**src/rtl/fgc_pkg.sv**
```systemverilog
package fgc_pkg;

	// ***************************************************************
	// Clock and time bases
	// ***************************************************************
	localparam int CLK_HZ         = 25000000;
	localparam int GATE_TICK_HZ   = 1000;
	localparam int REF_MID_HZ     = 100000;
	localparam int REF_HIGH_HZ    = 900000;
	// Nearest whole divider; 900 kHz does not divide 25 MHz evenly
	localparam int GATE_TICK_CYC  = (CLK_HZ + GATE_TICK_HZ / 2) / GATE_TICK_HZ;
	localparam int REF_MID_CYC    = (CLK_HZ + REF_MID_HZ / 2) / REF_MID_HZ;
	localparam int REF_HIGH_CYC   = (CLK_HZ + REF_HIGH_HZ / 2) / REF_HIGH_HZ;

	// Gate lengths in 1 ms ticks
	localparam logic [3:0] GATE_LEN_1MS  = 4'h1;
	localparam logic [3:0] GATE_LEN_4MS  = 4'h4;
	localparam logic [3:0] GATE_LEN_8MS  = 4'h8;
	localparam logic [3:0] GATE_LEN_STOP = 4'h1;

	// ***************************************************************
	// Peripheral addresses and fields
	// ***************************************************************
	localparam logic [6:0] ADDR_GATE_STATUS   = 7'h04;
	localparam logic [6:0] ADDR_COUNT_CONTROL = 7'h23;
	localparam logic [6:0] ADDR_COUNT_VALUE   = 7'h43;
	localparam int         START_BIT          = 1;
	localparam int         CLEAR_BIT          = 0;
	localparam logic [3:0] READ_ZERO          = 4'h0;
	localparam logic [15:0] COUNT_RESET       = 16'h0000;
	localparam logic [15:0] COUNT_MAX         = 16'hFFFF;

	// ***************************************************************
	// Mode encodings
	// ***************************************************************
	localparam logic [1:0] FN_EXT_GATE  = 2'h0;
	localparam logic [1:0] FN_AM_DIRECT = 2'h1;
	localparam logic [1:0] FN_FM_HALVED = 2'h2;
	localparam logic [1:0] FN_FM_DIRECT = 2'h3;
	localparam logic [1:0] GT_1MS       = 2'h0;
	localparam logic [1:0] GT_4MS       = 2'h1;
	localparam logic [1:0] GT_8MS       = 2'h2;
	localparam logic [1:0] GT_OPEN      = 2'h3;
	localparam logic [1:0] GP_PIN0      = 2'h0;
	localparam logic [1:0] GP_PIN1      = 2'h1;

	typedef enum logic [4:0] {
		ST_IDLE  = 5'h01,
		ST_WAIT  = 5'h02,
		ST_TIMED = 5'h04,
		ST_FREE  = 5'h08,
		ST_EXT   = 5'h10
	} fgc_state_t;

endpackage

```
**src/rtl/fgc_tick_gen.sv**
```systemverilog
`timescale 1ns/100ps
module fgc_tick_gen #(
	parameter int DIV = 2
) (
	input  wire logic core_clk,
	input  wire logic rst,
	output logic      tick
);
	localparam int             W    = (DIV > 1) ? $clog2(DIV) : 1;
	localparam logic [W-1:0]   LAST = W'(DIV - 1);
	localparam logic [W-1:0]   ONE  = W'(1);

	logic [W-1:0] phase;

	always_ff @(posedge core_clk or posedge rst) begin
		if (rst) begin
			phase <= '0;
			tick  <= 1'b0;
		end else if (phase == LAST) begin
			phase <= '0;
			tick  <= 1'b1;
		end else begin
			phase <= phase + ONE;
			tick  <= 1'b0;
		end
	end
endmodule

```
**src/rtl/fgc_gate_counter.sv**
```systemverilog
`timescale 1ns/100ps
module fgc_gate_counter
	import fgc_pkg::*;
#(
	parameter int TICK_CYC  = GATE_TICK_CYC,
	parameter int MID_CYC   = REF_MID_CYC,
	parameter int HIGH_CYC  = REF_HIGH_CYC,
	parameter int CNT_W     = 16
) (
	input  wire logic             core_clk,
	input  wire logic             rst,
	input  wire logic             clockStop,
	input  wire logic [6:0]       periAddr,
	input  wire logic             winWrite,
	input  wire logic             winRead,
	input  wire logic [3:0]       winWData,
	input  wire logic             bufLoad,
	input  wire logic [1:0]       functionSel,
	input  wire logic [1:0]       gateTimeSel,
	input  wire logic [1:0]       gatePinSel,
	input  wire logic             fmInputPin,
	input  wire logic             amInputPin,
	input  wire logic             gatePin0,
	input  wire logic             gatePin1,
	output logic [3:0]            winRData,
	output logic [CNT_W-1:0]      bufRData,
	output logic                  gateOpen
);
	localparam logic [CNT_W-1:0] CNT_ONE = CNT_W'(1);

	function automatic logic [3:0] gateTicks(input logic [1:0] sel);
		unique case (sel)
			GT_1MS:  gateTicks = GATE_LEN_1MS;
			GT_4MS:  gateTicks = GATE_LEN_4MS;
			GT_8MS:  gateTicks = GATE_LEN_8MS;
			GT_OPEN: gateTicks = GATE_LEN_STOP;
		endcase
	endfunction

	fgc_state_t       state;
	fgc_state_t       next_state;
	logic [3:0]       tickCnt;
	logic [3:0]       next_tickCnt;
	logic [3:0]       gateLen;
	logic [CNT_W-1:0] count;
	logic             fmPrev;
	logic             amPrev;
	logic             gate0Prev;
	logic             gate1Prev;
	logic             fmHalf;
	logic             freeSelPrev;
	logic             tickLow;
	logic             tickMid;
	logic             tickHigh;
	logic             extMode;
	logic             ctrlWrite;
	logic             startPulse;
	logic             clearPulse;
	logic             sigEdge;
	logic             refTick;
	logic             gatePinRise;
	logic             freeSel;
	logic             freeReq;
	logic             countInc;
	logic             gateFlag;
	logic [31:0]      openLen;

	// ***************************************************************
	// Time bases
	// ***************************************************************
	fgc_tick_gen #(.DIV(TICK_CYC)) uTickLow (
		.core_clk (core_clk),
		.rst      (rst),
		.tick     (tickLow)
	);
	fgc_tick_gen #(.DIV(MID_CYC)) uTickMid (
		.core_clk (core_clk),
		.rst      (rst),
		.tick     (tickMid)
	);
	fgc_tick_gen #(.DIV(HIGH_CYC)) uTickHigh (
		.core_clk (core_clk),
		.rst      (rst),
		.tick     (tickHigh)
	);

	// ***************************************************************
	// Input edges
	// ***************************************************************
	always_ff @(posedge core_clk or posedge rst) begin
		if (rst) begin
			fmPrev      <= 1'b0;
			amPrev      <= 1'b0;
			gate0Prev   <= 1'b0;
			gate1Prev   <= 1'b0;
			freeSelPrev <= 1'b0;
		end else begin
			fmPrev      <= fmInputPin;
			amPrev      <= amInputPin;
			gate0Prev   <= gatePin0;
			gate1Prev   <= gatePin1;
			freeSelPrev <= freeSel;
		end
	end

	// Divide-by-two stage on the FM input
	always_ff @(posedge core_clk or posedge rst) begin
		if (rst) begin
			fmHalf <= 1'b0;
		end else if (fmInputPin & ~fmPrev) begin
			fmHalf <= ~fmHalf;
		end
	end

	always_comb begin
		unique case (functionSel)
			FN_AM_DIRECT: sigEdge = amInputPin & ~amPrev;
			FN_FM_HALVED: sigEdge = fmInputPin & ~fmPrev & ~fmHalf;
			FN_FM_DIRECT: sigEdge = fmInputPin & ~fmPrev;
			FN_EXT_GATE:  sigEdge = 1'b0;
		endcase
	end

	always_comb begin
		unique case (gateTimeSel)
			GT_1MS:  refTick = tickLow;
			GT_4MS:  refTick = tickMid;
			GT_8MS:  refTick = tickHigh;
			GT_OPEN: refTick = 1'b0;
		endcase
	end

	always_comb begin
		if (gatePinSel == GP_PIN0) begin
			gatePinRise = gatePin0 & ~gate0Prev;
		end else if (gatePinSel == GP_PIN1) begin
			gatePinRise = gatePin1 & ~gate1Prev;
		end else begin
			gatePinRise = 1'b0;
		end
	end

	// ***************************************************************
	// Control decode
	// ***************************************************************
	assign extMode    = (functionSel == FN_EXT_GATE);
	assign ctrlWrite  = winWrite & (periAddr == ADDR_COUNT_CONTROL);
	assign startPulse = ctrlWrite & winWData[START_BIT];
	assign clearPulse = ctrlWrite & winWData[CLEAR_BIT];
	assign freeSel    = (gateTimeSel == GT_OPEN);
	// Opens on the selection itself, so a start can still close it
	assign freeReq    = freeSel & ~freeSelPrev & ~extMode;

	// ***************************************************************
	// Gate sequencer
	// ***************************************************************
	always_comb begin
		next_state   = state;
		next_tickCnt = tickCnt;
		unique case (state)
			ST_IDLE: begin
				if (startPulse) begin
					next_state = ST_WAIT;
				end else if (freeReq) begin
					next_state = ST_FREE;
				end
			end
			ST_WAIT: begin
				next_tickCnt = 4'h0;
				if (startPulse) begin
					next_state = ST_WAIT;
				end else if (extMode & gatePinRise) begin
					next_state = ST_EXT;
				end else if (~extMode & tickLow) begin
					next_state = ST_TIMED;
				end
			end
			ST_TIMED: begin
				if (startPulse) begin
					next_state = ST_WAIT;
				end else if (tickLow) begin
					if (tickCnt == gateLen - 4'h1) begin
						next_state = ST_IDLE;
					end else begin
						next_tickCnt = tickCnt + 4'h1;
					end
				end
			end
			ST_FREE: begin
				if (startPulse) begin
					next_state = ST_WAIT;
				end else if (~freeSel) begin
					next_state = ST_IDLE;
				end
			end
			ST_EXT: begin
				if (startPulse) begin
					next_state = ST_WAIT;
				end else if (gatePinRise) begin
					next_state = ST_IDLE;
				end
			end
			default: begin
				next_state = ST_IDLE;
			end
		endcase
		if (clockStop) begin
			next_state = ST_IDLE;
		end
	end

	always_ff @(posedge core_clk or posedge rst) begin
		if (rst) begin
			state   <= ST_IDLE;
			tickCnt <= 4'h0;
		end else begin
			state   <= next_state;
			tickCnt <= next_tickCnt;
		end
	end

	// Length fixed at start; a later select change waits for restart
	always_ff @(posedge core_clk or posedge rst) begin
		if (rst) begin
			gateLen <= GATE_LEN_1MS;
		end else if (startPulse) begin
			gateLen <= gateTicks(gateTimeSel);
		end
	end

	always_ff @(posedge core_clk or posedge rst) begin
		if (rst) begin
			gateOpen <= 1'b0;
		end else begin
			gateOpen <= (next_state == ST_TIMED) | (next_state == ST_FREE) |
				(next_state == ST_EXT);
		end
	end

	// High through arm and timed or external open; low in the open-setting (free) gate
	assign gateFlag = (state == ST_WAIT) | (state == ST_TIMED) |
		(state == ST_EXT);

	// ***************************************************************
	// Counter
	// ***************************************************************
	// Deselected pin gives no edges, so an open gate stops counting
	assign countInc = (((state == ST_TIMED) | (state == ST_FREE)) & sigEdge) |
		((state == ST_EXT) & refTick);

	always_ff @(posedge core_clk or posedge rst) begin
		if (rst) begin
			count <= COUNT_RESET;
		end else if (clearPulse | clockStop) begin
			count <= COUNT_RESET;
		end else if (countInc) begin
			count <= count + CNT_ONE;
		end
	end

	// ***************************************************************
	// Peripheral read side
	// ***************************************************************
	always_ff @(posedge core_clk or posedge rst) begin
		if (rst) begin
			winRData <= READ_ZERO;
		end else if (winRead) begin
			if (periAddr == ADDR_GATE_STATUS) begin
				winRData <= {3'b000, gateFlag};
			end else begin
				winRData <= READ_ZERO;
			end
		end
	end

	// Reading mid-gate returns a moving value; software must wait
	always_ff @(posedge core_clk or posedge rst) begin
		if (rst) begin
			bufRData <= COUNT_RESET;
		end else if (bufLoad & (periAddr == ADDR_COUNT_VALUE)) begin
			bufRData <= count;
		end
	end

	// ***************************************************************
	// Checks
	// ***************************************************************
	always_ff @(posedge core_clk or posedge rst) begin
		if (rst) begin
			openLen <= 32'h0000_0000;
		end else if (state == ST_TIMED) begin
			openLen <= openLen + 32'h0000_0001;
		end else begin
			openLen <= 32'h0000_0000;
		end
	end
endmodule

```
**config.mk**
```make
export PLATFORM = sky130hd
export DESIGN_NAME = fgc_gate_counter
export DESIGN_NICKNAME = d
export VERILOG_FILES = /design/src/rtl/fgc_pkg.sv /design/src/rtl/fgc_tick_gen.sv /design/src/rtl/fgc_gate_counter.sv
export SDC_FILE = /design/constraint.sdc
export NUM_CORES = 1
export LEC_CHECK = 0
export ABC_AREA = 1
export BUFFER_PORTS_ARGS = -buffer_cell sky130_fd_sc_hd__buf_2
export CORE_MARGIN = 1
export CORE_UTILIZATION = 31
export CTS_BUF_LIST = sky130_fd_sc_hd__clkbuf_8
export CTS_CLUSTER_DIAMETER = 120
export DETAILED_ROUTE_END_ITERATION = 8
export GPL_ROUTABILITY_DRIVEN = 0
export HOLD_SLACK_MARGIN = 0.1
export SETUP_SLACK_MARGIN = 0.02
export SYNTH_ARGS = -nofsm -noshare
export SYNTH_HDL_FRONTEND = slang
export SYNTH_HIERARCHICAL = 1
export SYNTH_SLANG_ARGS = --single-unit
```
**constraint.sdc**
```tcl
create_clock -name core_clk -period 2.1 [get_ports core_clk]
set_input_delay 0.21 -clock core_clk [delete_from_list [all_inputs] [get_ports core_clk]]
set_output_delay 0.21 -clock core_clk [all_outputs]
set_load 0.01 [all_outputs]
```
==> impl_metrics.tcl <==
set metrics [dict create \
    slew_headroom_pct 55.5 \
    highest-signal-layer "met4" \
    synth-edff-count 0 \
    netlist_instances 605 \
    crit_type "flop to flop" \
    first_iter_violations 229 \
    synth_xor_area_share_pct 1.91 \
    dr.pass1.iters 4 \
    leakage_uw 0.00273 \
    ys_seq_elements 83 \
    initial_core_util_pct 31.7 \
    skew_ns 0.00937 \
    cts_setup_buffers 0 \
    dp_cells 826 \
    post_cts_resized 0 \
    seq_power_share_pct 52.9 \
    end_kind "flop" \
    synth.top_cell.area_share_pct 44.1 \
    ys.warnings.count 6 \
    fin_util_pct 36.5 \
    finalHoldViolations 0 \
    peakVddDrop_mv 0.240 \
    setup_viol 0 \
    grt_pass1_wl_mm 16.1 \
    rsz0062_at_grt "no" \
    synth_compound_area_share_pct 4.79 \
    clock_latency_ns 0.37 \
    hold_start "periAddr[1]" \
    post_drt_wl_per_cell_um 10.7 \
    finalPower_uw 3100 \
    globalRouteOverflowTotal 0 \
    r2r-start "count[0]$_DFFE_PP0P_" \
    clock_power_share_pct 41.0 \
    nets 699 \
    synth_simple_gate_area_share_pct 35.6 \
    fp.dieH_um 124 \
    grt_pass1_vias 3625 \
    syn_area_um2 4600 \
    async_flop_share_pct 100 \
    drv_cap 0 \
    hpwlAfterDp_mm 6.73 \
    vias 3810 \
    antenna_found_initial 0 \
    ios 48 \
    hold_end "winRData[0]$_DFFE_PP0P_" \
    timing.final.crit_share_pct 83.6 \
    die_area_um2 15300 \
    cts_sinks 83 \
    switching_share_pct 23.8 \
    finalCriticalPeriod_ns 1.76 \
    route.detailed.drc 0 \
    crit_arrival_ns 2.02 \
    whs_path_depth 4 \
    synth_fa_ha_area_share_pct 3.27 \
    clock_path_buffers 2 \
    yosys.area.top_type "dfrtp_1" \
    hold_path.class "input pin to flop" \
    gr-usage-all-layers_pct 13.3 \
    viasPerCell 4.49 \
    synthTopCellsByArea "dfrtp_1 44%, nand2_1 13%, inv_1 7.3%, nor2_1 5.7%, nand3_1 4.7%" \
    synth-seq-area-share_pct 45.2 \
    start_kind "flop" \
    fin_setup_tns_ns 0 \
    slew_violations 0 \
    cellInternalPower_uw 2360 \
    fmaxAchievable_ghz 0.570 \
    drive_above_1_share_pct 15.5 \
    port_buffers 42 \
    rr_worst_depth 10 \
    status "finished, final reports clean" \
    totalWireLength_mm 9.10 \
    r2r_slack_ns 0.34 \
    muxShareOfSynthArea_pct 0 \
    synth_cell_types 34 \
    m1WireLength_mm 4.47 \
    numCtsBuffers 9 \
    combinationalPowerShare_pct 6.2 \
    path_clk_slew_ns 0.09 \
    stdcell_count 849 \
    htreeDepth 3 \
    ctsHoldBuffers 7 \
    path_max_fanout 6 \
    grt_max_degree 53 \
    ant_nets 0 \
    p_switching_uw 737 \
    wl_met3_um 384 \
    power_density_nw_per_um2 585 \
    synthFlopType "dfrtp_1" \
    synth_top_family_by_area "simple AND/OR/NAND/NOR gates" \
    cts_tree "yes" \
    worstSetupStartpoint "count[0]$_DFFE_PP0P_" \
    cts_root_buf "clkbuf_8" \
    r2r_end "count[14]$_DFFE_PP0P_" \
    syn_avg_cell_area_um2 7.60 \
    row_count 44 \
    syn_to_final_growth_pct 15.1 \
    wl_met2_mm 4.08 \
    max_slew.worst_pin.slew_ns 0.668 \
    die_x_um 124 \
    core_um2 14500 \
    critical_path_required_ns 2.37 \
    antenna_cells 0 \
]
registers in the layout (all words and copies together) (netlist names), 3 cells and up:
signal,cells
bufRData,16
count,16
gateLen,3
state,5
tickCnt,4
uTickHigh/phase,5
uTickLow/phase,15
uTickMid/phase,8
routing by layer:
| metal | track usage, % | vias up |
|---|---|---|
| met3 | 2.79 | 13 |
| met4 | 6.63 | 0 |
| met5 | 0 | - |
| met2 | 21.5 | 59 |
| li1 | - | 2007 |
| met1 | 16.8 | 1731 |
synth_stat cells (4+ instances only):
| cell type | count |
|---|---|
| a21oi_1 | 6 |
| buf_4 | 4 |
| dfrtp_1 | 81 |
| ha_1 | 12 |
| inv_1 | 90 |
| inv_2 | 4 |
| nand2_1 | 164 |
| nand2_2 | 8 |
| nand3_1 | 43 |
| nand4_1 | 29 |
| nor2_1 | 70 |
| nor2_2 | 14 |
| nor2_4 | 6 |
| nor3_1 | 11 |
| o21ai_0 | 24 |
| o21ai_1 | 6 |
| xor2_1 | 8 |
how the worst max path moves through the flow:
| stage | endpoint | slack [ns] | depth (start not counted) |
|---|---|---|---|
| 6_report | count[14]$_DFFE_PP0P_ | 0.34 | 10 |
| 5_1_grt | tickCnt[2]$_DFFE_PP0P_ | 0.09 | 11 |
| 4_1_cts | tickCnt[3]$_DFFE_PP0P_ | 0.34 | 11 |
| 3_5_place_dp | count[14]$_DFFE_PP0P_ | 0.37 | 10 |
| 3_3_place_gp | tickCnt[3]$_DFFE_PP0P_ | 0.37 | 11 |
| 2_1_floorplan | tickCnt[2]$_DFFE_PP0P_ | 0.50 | 11 |
kinds of logic (layout without fill, tap and decap cells):
family | after synthesis | count (layout)
AND/OR/NAND/NOR | 355 | 355
buffers and inverters | 104 | 162
AO/OA/AOI/OAI | 40 | 40
flip-flops | 83 | 83
XOR/XNOR | 10 | 10
adder cells (fa/ha/maj) | 12 | 12
other | 1 | 3
metrics by stage:
step	area [um^2]	setup WS (ns)	hold WS (ns)
finish	5290	0.344	0.143
CTS	5290	0.338	0.136
floorplan	4600	0.504	0.000959
detailed placement	5000	0.367	0.195
global route	5290	0.0948	0.144
global placement	5000	0.372	0.213
cell usage in the layout (no fill, tap or decap), types with 11 or more instances in the layout:
cell type  synthesis  routed
dfrtp_1           81      81
o21ai_0           24      24
nor2_2            14      14
nand2_1          164     164
nor3_1            11      11
buf_2              1      42
nor2_1            70      70
inv_1             90      90
nand4_1           29      29
nand3_1           43      43
ha_1              12      12
cell type report:
| class | instances | area [um^2] |
|---|---|---|
| multi-input combinational | 420 | 2110 |
| fill | 1491 | 9190 |
| clock inverter | 7 | 92.6 |
| clock buffer | 9 | 124 |
| inverter | 95 | 362 |
| sequential | 83 | 2080 |
| timing repair buffer | 51 | 295 |
| tap | 184 | 230 |
critical path, cell delays in order (launching register included):
cell,delay (ns)
dfrtp_1,0.44
ha_1,0.24
nand2_1,0.12
nor2_2,0.22
nand2_1,0.13
nor2_1,0.18
nand3_1,0.10
nand2_1,0.07
nand2_1,0.04
nand3_1,0.06
nand2_1,0.05
power by group through the flow:
stage	clock network, uW	logic, uW	registers, uW
global route	1380	228	1640
floorplan	0	127	1670
finish	1270	191	1640
global placement	0	185	1670
CTS	1310	196	1640
detailed placement	0	186	1670
Note: power is estimated with default switching activity, not from simulation.
